**config.mk**
```make
export PLATFORM = sky130hd
export DESIGN_NAME = dcsp_regs
export DESIGN_NICKNAME = d
export VERILOG_FILES = /design/src/design/dcsp_pkg.sv /design/src/design/dcsp_regs.sv
export SDC_FILE = /design/constraint.sdc
export NUM_CORES = 1
export LEC_CHECK = 0
export BUFFER_PORTS_ARGS = -buffer_cell sky130_fd_sc_hd__buf_2
export CORE_ASPECT_RATIO = 1.5
export CORE_UTILIZATION = 56
export DETAILED_ROUTE_END_ITERATION = 10
export PLACE_DENSITY = 0.82
export SYNTH_ARGS = -nofsm -noshare
export SYNTH_HDL_FRONTEND = slang
export SYNTH_SLANG_ARGS = --single-unit
```
**constraint.sdc**
```tcl
create_clock -name ref_clk_i -period 4.27 [get_ports ref_clk_i]
set_input_delay 0 -clock ref_clk_i [delete_from_list [all_inputs] [get_ports ref_clk_i]]
set_output_delay 0 -clock ref_clk_i [all_outputs]
set_load 0.05 [all_outputs]
```
**src/design/dcsp_pkg.sv**
```systemverilog
// constants of the channel size and progress-pointer register block
// assumes a byte-addressed register port and one 40 MHz system clock
package dcsp_pkg;

  // ==========================================================
  // widths
  localparam int unsigned DCSP_AW = 8;
  localparam int unsigned DCSP_DW = 32;
  localparam int unsigned DCSP_FW = 16;
  localparam int unsigned DCSP_CW = 17;
  localparam int unsigned DCSP_SW = 3;
  localparam int unsigned DCSP_EW = 4;

  // ==========================================================
  // register byte offsets
  localparam logic [7:0] DCSP_OFF_SRC_LEN = 8'h00;
  localparam logic [7:0] DCSP_OFF_DST_LEN = 8'h04;
  localparam logic [7:0] DCSP_OFF_SRC_PROG = 8'h08;
  localparam logic [7:0] DCSP_OFF_DST_PROG = 8'h0C;
  localparam logic [7:0] DCSP_OFF_CELL_LEN = 8'h10;
  localparam logic [7:0] DCSP_OFF_EVT_STS = 8'h14;
  localparam logic [7:0] DCSP_OFF_EVT_MSK = 8'h18;

  // ==========================================================
  // event bit positions in status and mask
  localparam int unsigned DCSP_EV_BLOCK = 0;
  localparam int unsigned DCSP_EV_CELL = 1;
  localparam int unsigned DCSP_EV_SRC_HALF = 2;
  localparam int unsigned DCSP_EV_DST_DONE = 3;

  // ==========================================================
  // values after reset
  localparam logic [15:0] DCSP_RST_LEN = 16'h0000;
  localparam logic [15:0] DCSP_RST_PROG = 16'h0000;
  localparam logic [16:0] DCSP_RST_CNT = 17'h0_0000;
  localparam logic [3:0] DCSP_RST_EVT = 4'h0;
  localparam logic [31:0] DCSP_RST_RDATA = 32'h0000_0000;

  // a zero cell or block length stands for a full 64 KiB
  localparam logic [16:0] DCSP_FULL_LEN = 17'h1_0000;

endpackage

```
**src/design/dcsp_regs.sv**
```systemverilog
// size and progress-pointer registers of one dma channel, with its
// block, cell, half-way and done events and a masked interrupt
// assumes the transfer engine reports bytes moved per cycle on the same
// clock, and a register master that never waits
//
// Design decisions made here: the placing of the registers and the plain strobed port.
`timescale 1ns/1ps

module dcsp_regs
  import dcsp_pkg::*;
(
  // clock, reset and freeze
  input wire logic ref_clk_i,
  input wire logic rst_n_i,
  input wire logic ce_i,
  // register port
  input wire logic [dcsp_pkg::DCSP_AW-1:0] reg_addr_i,
  input wire logic [dcsp_pkg::DCSP_DW-1:0] reg_wdata_i,
  input wire logic reg_we_i,
  input wire logic reg_re_i,
  output logic [dcsp_pkg::DCSP_DW-1:0] reg_rdata_o,
  // transfer engine reports
  input wire logic [dcsp_pkg::DCSP_SW-1:0] src_bytes_i,
  input wire logic [dcsp_pkg::DCSP_SW-1:0] dst_bytes_i,
  input wire logic pattern_mode_i,
  input wire logic pattern_match_i,
  // events and interrupt
  output logic block_done_o,
  output logic cell_done_o,
  output logic irq_o
);

  // ==========================================================
  // state
  typedef struct packed {
    logic [15:0] src_len;
    logic [15:0] dst_len;
    logic [15:0] cell_len;
    logic [15:0] src_prog;
    logic [15:0] dst_prog;
    // counters are 17 bits wide so a full 64 KiB length fits
    logic [16:0] blk_cnt;
    logic [16:0] cell_cnt;
    logic [3:0] sts;
    logic [3:0] msk;
    logic [31:0] rdata;
    logic irq;
    logic blk_pulse;
    logic cell_pulse;
  } dcsp_state_t;

  dcsp_state_t st_q;
  dcsp_state_t st_d;

  // ==========================================================
  // next-state logic
  always_comb
  begin
    logic [16:0] s_sum;
    logic [16:0] d_sum;
    logic [16:0] b_sum;
    logic [16:0] c_sum;
    logic [16:0] blk_lim;
    logic [16:0] cell_lim;
    logic [15:0] s_half;
    logic [2:0] b_step;
    logic [3:0] ev;
    logic [3:0] clr;
    logic pat_hit;
    s_sum = 17'h0_0000;
    d_sum = 17'h0_0000;
    b_sum = 17'h0_0000;
    c_sum = 17'h0_0000;
    blk_lim = 17'h0_0000;
    cell_lim = 17'h0_0000;
    s_half = 16'h0000;
    b_step = 3'h0;
    ev = DCSP_RST_EVT;
    clr = DCSP_RST_EVT;
    pat_hit = pattern_mode_i & pattern_match_i;
    // start from the held state; only what changes is written below
    st_d = st_q;
    st_d.rdata = DCSP_RST_RDATA;
    st_d.blk_pulse = 1'b0;
    st_d.cell_pulse = 1'b0;

    // ==========================================================
    // source progress
    s_half = {1'b0, st_q.src_len[15:1]};
    s_sum = {1'b0, st_q.src_prog} + {14'h0000, src_bytes_i};

    // a pattern match wins over bytes reported in the same cycle
    if (pat_hit)
    begin
      st_d.src_prog = DCSP_RST_PROG;
    end
    else if (src_bytes_i != 3'h0)
    begin
      if (s_sum == {1'b0, s_half})
      begin
        ev[DCSP_EV_SRC_HALF] = 1'b1;
      end

      // a zero length lets the pointer run the full 16-bit range
      if ((st_q.src_len != 16'h0000) && (s_sum >= {1'b0, st_q.src_len}))
      begin
        st_d.src_prog = DCSP_RST_PROG;
      end
      else
      begin
        st_d.src_prog = s_sum[15:0];
      end
    end

    // ==========================================================
    // destination progress
    d_sum = {1'b0, st_q.dst_prog} + {14'h0000, dst_bytes_i};

    // a zero length leaves the pointer free over the full 16-bit range
    if (dst_bytes_i != 3'h0)
    begin
      if ((st_q.dst_len != 16'h0000) && (d_sum == {1'b0, st_q.dst_len}))
      begin
        ev[DCSP_EV_DST_DONE] = 1'b1;
      end

      // overshoot past the length is dropped, not carried
      if ((st_q.dst_len != 16'h0000) && (d_sum >= {1'b0, st_q.dst_len}))
      begin
        st_d.dst_prog = DCSP_RST_PROG;
      end
      else
      begin
        st_d.dst_prog = d_sum[15:0];
      end
    end

    // ==========================================================
    // block: the busier side sets the pace
    if (src_bytes_i > dst_bytes_i)
    begin
      b_step = src_bytes_i;
    end
    else
    begin
      b_step = dst_bytes_i;
    end

    if (st_q.src_len > st_q.dst_len)
    begin
      blk_lim = {1'b0, st_q.src_len};
    end
    else
    begin
      blk_lim = {1'b0, st_q.dst_len};
    end

    // both lengths zero: treat the block as a full 64 KiB
    if (blk_lim == 17'h0_0000)
    begin
      blk_lim = DCSP_FULL_LEN;
    end
    b_sum = st_q.blk_cnt + {14'h0000, b_step};

    // a pattern match closes the block early; any carried count is dropped
    if (pat_hit)
    begin
      ev[DCSP_EV_BLOCK] = 1'b1;
      st_d.blk_cnt = DCSP_RST_CNT;
    end
    else if (b_step != 3'h0)
    begin
      if (b_sum >= blk_lim)
      begin
        ev[DCSP_EV_BLOCK] = 1'b1;
        st_d.blk_cnt = DCSP_RST_CNT;
      end
      else
      begin
        st_d.blk_cnt = b_sum;
      end
    end

    // ==========================================================
    // cell: counted on bytes written
    // a pattern match restarts the cell count as well
    if (st_q.cell_len == 16'h0000)
    begin
      cell_lim = DCSP_FULL_LEN;
    end
    else
    begin
      cell_lim = {1'b0, st_q.cell_len};
    end

    c_sum = st_q.cell_cnt + {14'h0000, dst_bytes_i};
    if (pat_hit)
    begin
      st_d.cell_cnt = DCSP_RST_CNT;
    end
    else if (dst_bytes_i != 3'h0)
    begin
      if (c_sum >= cell_lim)
      begin
        ev[DCSP_EV_CELL] = 1'b1;
        st_d.cell_cnt = DCSP_RST_CNT;
      end
      else
      begin
        st_d.cell_cnt = c_sum;
      end
    end

    // pulses leave the flops one cycle after the step that caused them
    st_d.blk_pulse = ev[DCSP_EV_BLOCK];
    st_d.cell_pulse = ev[DCSP_EV_CELL];

    // ==========================================================
    // register writes; progress registers ignore writes
    // writing a length does not move a pointer, so a shrink can leave
    // a pointer beyond the new length until it next advances
    if (reg_we_i)
    begin
      case (reg_addr_i)
        DCSP_OFF_SRC_LEN:
        begin
          st_d.src_len = reg_wdata_i[15:0];
        end
        DCSP_OFF_DST_LEN:
        begin
          st_d.dst_len = reg_wdata_i[15:0];
        end
        DCSP_OFF_CELL_LEN:
        begin
          st_d.cell_len = reg_wdata_i[15:0];
        end
        DCSP_OFF_EVT_STS:
        begin
          clr = reg_wdata_i[3:0];
        end
        DCSP_OFF_EVT_MSK:
        begin
          st_d.msk = reg_wdata_i[3:0];
        end
        default:
        begin
          clr = DCSP_RST_EVT;
        end
      endcase
    end

    // ==========================================================
    // status and interrupt
    // a new event beats a clear written in the same cycle
    st_d.sts = (st_q.sts & ~clr) | ev;
    // taken from the next state so irq rises with its status bit
    st_d.irq = |(st_d.sts & st_d.msk);

    // ==========================================================
    // register reads, answered one cycle later
    if (reg_re_i)
    begin
      case (reg_addr_i)
        DCSP_OFF_SRC_LEN:
        begin
          st_d.rdata = {16'h0000, st_q.src_len};
        end
        DCSP_OFF_DST_LEN:
        begin
          st_d.rdata = {16'h0000, st_q.dst_len};
        end
        DCSP_OFF_SRC_PROG:
        begin
          st_d.rdata = {16'h0000, st_q.src_prog};
        end
        DCSP_OFF_DST_PROG:
        begin
          st_d.rdata = {16'h0000, st_q.dst_prog};
        end
        DCSP_OFF_CELL_LEN:
        begin
          st_d.rdata = {16'h0000, st_q.cell_len};
        end
        DCSP_OFF_EVT_STS:
        begin
          st_d.rdata = {28'h000_0000, st_q.sts};
        end
        DCSP_OFF_EVT_MSK:
        begin
          st_d.rdata = {28'h000_0000, st_q.msk};
        end
        default:
        begin
          st_d.rdata = DCSP_RST_RDATA;
        end
      endcase
    end
  end

  // ==========================================================
  // state register; ce_i low freezes everything
  always_ff @(posedge ref_clk_i or negedge rst_n_i)
  begin
    if (!rst_n_i)
    begin
      st_q.src_len <= DCSP_RST_LEN;
      st_q.dst_len <= DCSP_RST_LEN;
      st_q.cell_len <= DCSP_RST_LEN;
      st_q.src_prog <= DCSP_RST_PROG;
      st_q.dst_prog <= DCSP_RST_PROG;
      st_q.blk_cnt <= DCSP_RST_CNT;
      st_q.cell_cnt <= DCSP_RST_CNT;
      st_q.sts <= DCSP_RST_EVT;
      st_q.msk <= DCSP_RST_EVT;
      st_q.rdata <= DCSP_RST_RDATA;
      st_q.irq <= 1'b0;
      st_q.blk_pulse <= 1'b0;
      st_q.cell_pulse <= 1'b0;
    end
    else if (ce_i)
    begin
      st_q <= st_d;
    end
  end

  // ==========================================================
  // outputs straight from flops
  // no logic after the flops, so the outputs never glitch
  assign reg_rdata_o = st_q.rdata;
  assign block_done_o = st_q.blk_pulse;
  assign cell_done_o = st_q.cell_pulse;
  assign irq_o = st_q.irq;

endmodule

```
; Yosys cells after proc, flatten, opt, wreduce, memory -nomap -nowiden
; Cells that the tools add are included.
[totals]
reg_bits = 157
output_inout_bits = 35
word_cells = 89
inputBits = 53
[classes]
bitwise_logic = 5
magnitude_cmp = 6
reduce_logical = 22
eq_ne = 8
muxes = 31
addsub = 4
[op_table]
columns = op, count
row1 = two-way mux 17 bit, 8
row2 = case mux 16 bit (7 select lines), 1
row3 = two-way mux 16 bit, 6
row4 = adder 16 x 3 -> 17 bit, 2
row5 = adder 17 x 3 -> 17 bit, 2
row6 = greater-or-equal comparator 17 x 16 -> 1 bit, 2
row7 = greater-or-equal comparator 17 bit, 2
row8 = nonzero test 16 bit, 2
row9 = == test 8 x 5 -> 1 bit (second input constant), 3
row10 = == test 17 x 15 -> 1 bit, 1
row11 = == test 17 x 16 -> 1 bit, 1
row12 = logical NOT 17 bit, 1
row13 = == test 8 x 4 -> 1 bit (second input constant), 2
row14 = > comparator 16 bit, 1
row15 = logical NOT 16 bit, 1
row16 = two-way mux 4 bit, 4
row17 = two-way mux 1 bit, 11
row18 = AND reduction 3 bit, 3
row19 = nonzero test 3 bit, 3
row20 = bitwise AND 4 bit, 2
row21 = == test 8 x 3 -> 1 bit (second input constant), 1
row22 = logical NOT 8 bit, 1
row23 = AND reduction 2 bit, 4
row24 = nonzero test 2 bit, 3
row25 = other kinds (7), 9

; Depth between registers and ports, before layout
[depth]
ltp_word = 11
depth_mapped = 27
ltp_nobuf = 26

; Least setup slack after synthesis
; OpenSTA, ideal clock, no wires.
[synth_timing]
kind = input to register
from = input dst_bytes_i[1] (netlist name)
to = register st_q[60] (netlist name)
setup_ps = 133
path_slack_ps = -200
t_arrival_ps = 4338
cell_stages = 27
required_time_ps = 4137
n_path_buf = 2
cell_sequence = inv_1 > ha_1 > nor2b_1 > o21a_1 > o21ai_1 > mux2i_1 > inv_1 > ha_1 > inv_1 > fa_1 > inv_1 > a21o_1 > nor2b_1 > and4_1 > and4_1 > and4_1 > xnor2_1 > inv_1 > ha_1 > o2111ai_1 > nor4_1 > o41ai_1 > o211ai_1 > or2_1 > clkbuf_1 > clkbuf_1 > o21ai_0
[synth_via]
elab_chain_cells = 7
word_cells_on_any_way = 10
cone_classes = add/sub (1) / order compare (2) / mux (4) / reduce/logical (3)
[synth_lines]
columns = element, line_no
row1 = "start, declared", dcsp_regs.sv:24  ; input wire logic [dcsp_pkg::DCSP_SW-1:0] dst_bytes_i,
row2 = > comparator 3 bit, dcsp_regs.sv:140  ; if (src_bytes_i > dst_bytes_i)
row3 = two-way mux 3 bit *, dcsp_regs.sv:140
row4 = adder 17 x 3 -> 17 bit, dcsp_regs.sv:163  ; b_sum = st_q.blk_cnt + {14'h0000, b_step};
row5 = greater-or-equal comparator 17 bit, dcsp_regs.sv:173  ; if (b_sum >= blk_lim)
row6 = two-way mux 17 bit, dcsp_regs.sv:173
row7 = two-way mux 17 bit, dcsp_regs.sv:171  ; else if (b_step != 3'h0)
row8 = two-way mux 17 bit, dcsp_regs.sv:166  ; if (pat_hit)
row9 = "end signal, assigned", dcsp_regs.sv:322  ; st_q <= st_d;
row10 = "end, declared", dcsp_regs.sv:52  ; dcsp_state_t st_q;
; Mark *: on every way between the ends. The rest lies on a longest branch, timed or not. The select of a mux whose other input is x is not followed.
; A chain may end at the register's enable or synchronous reset.

; Worst setup path after layout
[layout_timing]
from = input dst_bytes_i[1] (netlist name)
to = register st_q[67] (netlist name)
; Same word-level chain as after synthesis.

==> flow_summary.json <==
{
  "run_status": "finished clean",
  "placed_area_um2": 11700,
  "firstDrtPassIters": 6,
  "finalHoldViolCount": 0,
  "finalInstanceArea_um2": 12900,
  "routed_wl_mm": 35.3,
  "min_to": "reg_rdata_o[1]",
  "async_flop_share": 1.00,
  "endpoint_kind": "register",
  "syn_area_um2": 10700,
  "yosysSeqAreaShare": 0.329,
  "p_sw_frac": 0.391,
  "die_area_um2": 19700,
  "drcViolationCount": 0,
  "synth_area_leaders": "dfrtp_1, ha_1, mux2_2, mux4_2, nand2_1",
  "synthSimpleGateAreaFrac": 0.158,
  "htreeDepth": 4,
  "syn2layout_area_growth_pct": 19.7,
  "synth.mux.area_fraction": 0.0954,
  "busiest_layer": "met2",
  "grt_pass1_vias": 9801,
  "use_met2": 0.588,
  "core_area_um2": 18600,
  "max_freq_mhz": 235,
  "die_h_um": 172,
  "finalWeightedCongestion": 1.02,
  "ir_worst_vdd_mv": 0.256,
  "hpwl_mm": 24.7,
  "crit_required_ns": 4.59,
  "setup_slack_ns": 0.00905,
  "tns_ns": 0,
  "pwr-share-clk": 0.273,
  "period_needed_ns": 4.26,
  "use_met3": 0.0761,
  "grt_max_degree": 104,
  "r2r_slack_ns": 0.02,
  "drive_above_1_share": 0.258,
  "p_leak_nw": 6.40,
  "synth_edf_count": 0,
  "synth_ff_type": "dfrtp_1",
  "grt_setup_unrepaired": "yes",
  "ys_types": 81,
  "synth_top_family_by_area": "compound AO/OA/AOI/OAI gates",
  "synth_compound_area_frac": 0.166,
  "worstHoldPathType": "in -> reg",
  "initial_core_util": 0.577,
  "synthDominantCellAreaShare": 0.329,
  "finClkSkew_ns": 0.0114,
  "cts_tree": "built",
  "r2r_cells": 20,
  "yosys_warnings": 0,
  "drt-initial-drc-count": 984,
  "synth_area_per_cell_um2": 9.58,
  "die_x_um": 115,
  "hold_path_startpoint": "reg_addr_i[1]",
  "place_ws_ns": -0.463,
  "cts_buffer_depth": 2,
  "relSlewSlack": 0.344,
  "p_seq_frac": 0.296,
  "via_count": 9951,
  "grt_usage": 0.355,
  "internal_power_mw": 3.32,
  "crit_fanout": 6,
  "antenna_cells": 0,
  "cts_sinks": 141,
  "synth_top_area_cell": "dfrtp_1",
  "ys_ff_latch": 141,
  "syn_inst": 1121,
  "cts_buffers": 17,
  "synthAdderAreaFrac": 0.120,
  "nets": 1407,
  "path_clk_slew_ns": 0.07,
  "hold_depth": 4,
  "p_comb_frac": 0.431,
  "cap_violations": 0,
  "rows": 61,
  "wl_per_cell_um": 23.2,
  "critPathKind": "in -> reg",
  "cp.arrival_ns": 4.58,
  "powerDensity_nw_per_um2": 424,
  "worst_r2r_endpoint": "st_q[62]",
  "clock-root-buffer": "clkbuf_16",
  "overflow": 0,
  "setup_viol": 0,
  "antenna_found_initial": 0,
  "finalCritPeriodShare": 0.998,
  "grtUsageMet1": 0.387,
  "netSwitchingPower_mw": 2.13,
  "cp-start-kind": "primary input",
  "timing.rr.start": "st_q[134]",
  "viasPerCell": 6.56,
  "tightest_slew_ns": 0.985,
  "slew_viol_final": 0,
  "grt_pass1_wl_mm": 52.3,
  "synth_xor_xnor_area_share": 0.0601,
  "port_buffers": 55,
  "clock_latency_ns": 0.43,
  "io_pins": 88,
  "ant_nets": 0
}
-- synthesized netlist by cell type (17+ instances only) --
master,number
a22o_1,20
a21oi_1,39
nand3_1,27
and3_1,22
o21ai_0,63
nand2_1,87
o2bb2ai_1,17
a21o_1,27
ha_1,97
dfrtp_1,141
xnor2_1,37
nor2_1,43
mux2_2,41
buf_4,34
clkbuf_1,28
inv_1,80
mux2i_1,21
nor4_1,19
nand2b_1,19
nand4_1,26
xor2_1,31
-- layout by cell type (no fill, tap or decap), types with 17 or more instances in the layout --
cell type	count
a21o_1	27
a21oi_1	32
a22o_1	20
and3_1	22
buf_2	53
buf_4	99
clkbuf_16	17
dfrtp_1	141
dlygate4sd3_1	20
ha_1	92
inv_1	75
mux2_2	41
nand2_1	87
nand2b_1	19
nand3_1	27
nand4_1	26
nor2_1	40
nor4_1	17
o21ai_0	53
o21ai_1	18
o2bb2ai_1	17
xnor2_1	35
xor2_1	30
-- cell type report --
| cell class | count | area [µm²] |
|---|---|---|
| tap | 252 | 315 |
| multi-input combinational | 835 | 6830 |
| timing repair buffer | 178 | 1300 |
| sequential | 141 | 3530 |
| inverter | 80 | 305 |
| clock buffer | 17 | 425 |
| clock inverter | 15 | 150 |
| fill | 1366 | 5770 |
-- power by group through the flow --
stage | combinational (mW) | sequential [mW] | clock [mW]
2_1_floorplan | 1.40 | 1.58 | 0
3_3_place_gp | 1.97 | 1.61 | 0
3_5_place_dp | 2.03 | 1.62 | 0
4_1_cts | 2.12 | 1.60 | 1.49
5_1_grt | 2.52 | 1.62 | 1.55
6_report | 2.35 | 1.61 | 1.49
-- sequential cells by signal (all words and copies together), names as in the netlist --
| signal | cells |
|---|---|
| st_q | 122 |
| block_done_o | 1 |
| cell_done_o | 1 |
| reg_rdata_o | 16 |
| irq_o | 1 |
-- kinds of logic after synthesis --
kind of cell | after synthesis
other | 1
xor gates and xnor gates | 70
and+or+nand+nor | 315
DFF | 141
AOI/OAI and AO/OA | 254
buffers and inverters | 161
adders and majority gates | 101
muxes | 78
-- routing by layer --
layer | part of all wire | wire length [µm]
met5 | 0 | 0
met4 | 0.096 | 3390
met3 | 0.079 | 2790
met2 | 0.48 | 16900
met1 | 0.35 | 12200
-- per-stage QoR --
step	utilization	power, mW	hold slack, ns	cells
6_report	0.690	5.45	0.0948	1518
5_1_grt	0.690	5.69	0.154	1518
4_1_cts	0.673	5.20	0.0907	1513
3_5_place_dp	0.629	3.64	0.190	1460
3_3_place_gp	0.629	3.58	0.181	1460
2_1_floorplan	-	2.99	-0.296	1136
-- worst max-delay path by stage --
| stage | start | end | slack, ns | cells after the start |
|---|---|---|---|---|
| after floorplan | st_q[146] | st_q[67] | -0.05 | 19 |
| after global placement | dst_bytes_i[1] | st_q[67] | -0.16 | 28 |
| after detailed placement | dst_bytes_i[1] | st_q[67] | -0.46 | 28 |
| after CTS | dst_bytes_i[1] | st_q[67] | 0.0003 | 28 |
| after global routing | st_q[134] | st_q[62] | -0.25 | 21 |
| final | dst_bytes_i[1] | st_q[67] | 0.009 | 28 |
-- critical path, cell delays in order --
cell and delay [ns]:
buf_8 0.10, inv_6 0.05, ha_4 0.20, nor2b_4 0.12, o21a_1 0.21, o21ai_2 0.18, mux2i_1 0.12, inv_1 0.13
ha_4 0.16, inv_2 0.04, fa_2 0.40, inv_2 0.05, a21o_1 0.12, nor2b_4 0.15, and4_4 0.24, and4_4 0.23
and4_4 0.27, xnor2_4 0.13, inv_2 0.07, ha_4 0.28, o2111ai_4 0.13, nor4_4 0.34, o41ai_2 0.14, o211ai_1 0.17
buf_4 0.21, nor2_2 0.04, o21ai_1 0.17, o41ai_2 0.09
-- timing repair --
item,in CTS,in global routing
buffers inserted,0,5
gates resized for setup,10,63
pin swaps,6,21
endpoints found under the hold margin,156,0
cloned,1,0
endpoints found under the setup margin,25,61
hold buffers,20,0
Power figures use the tool's default switching activity.
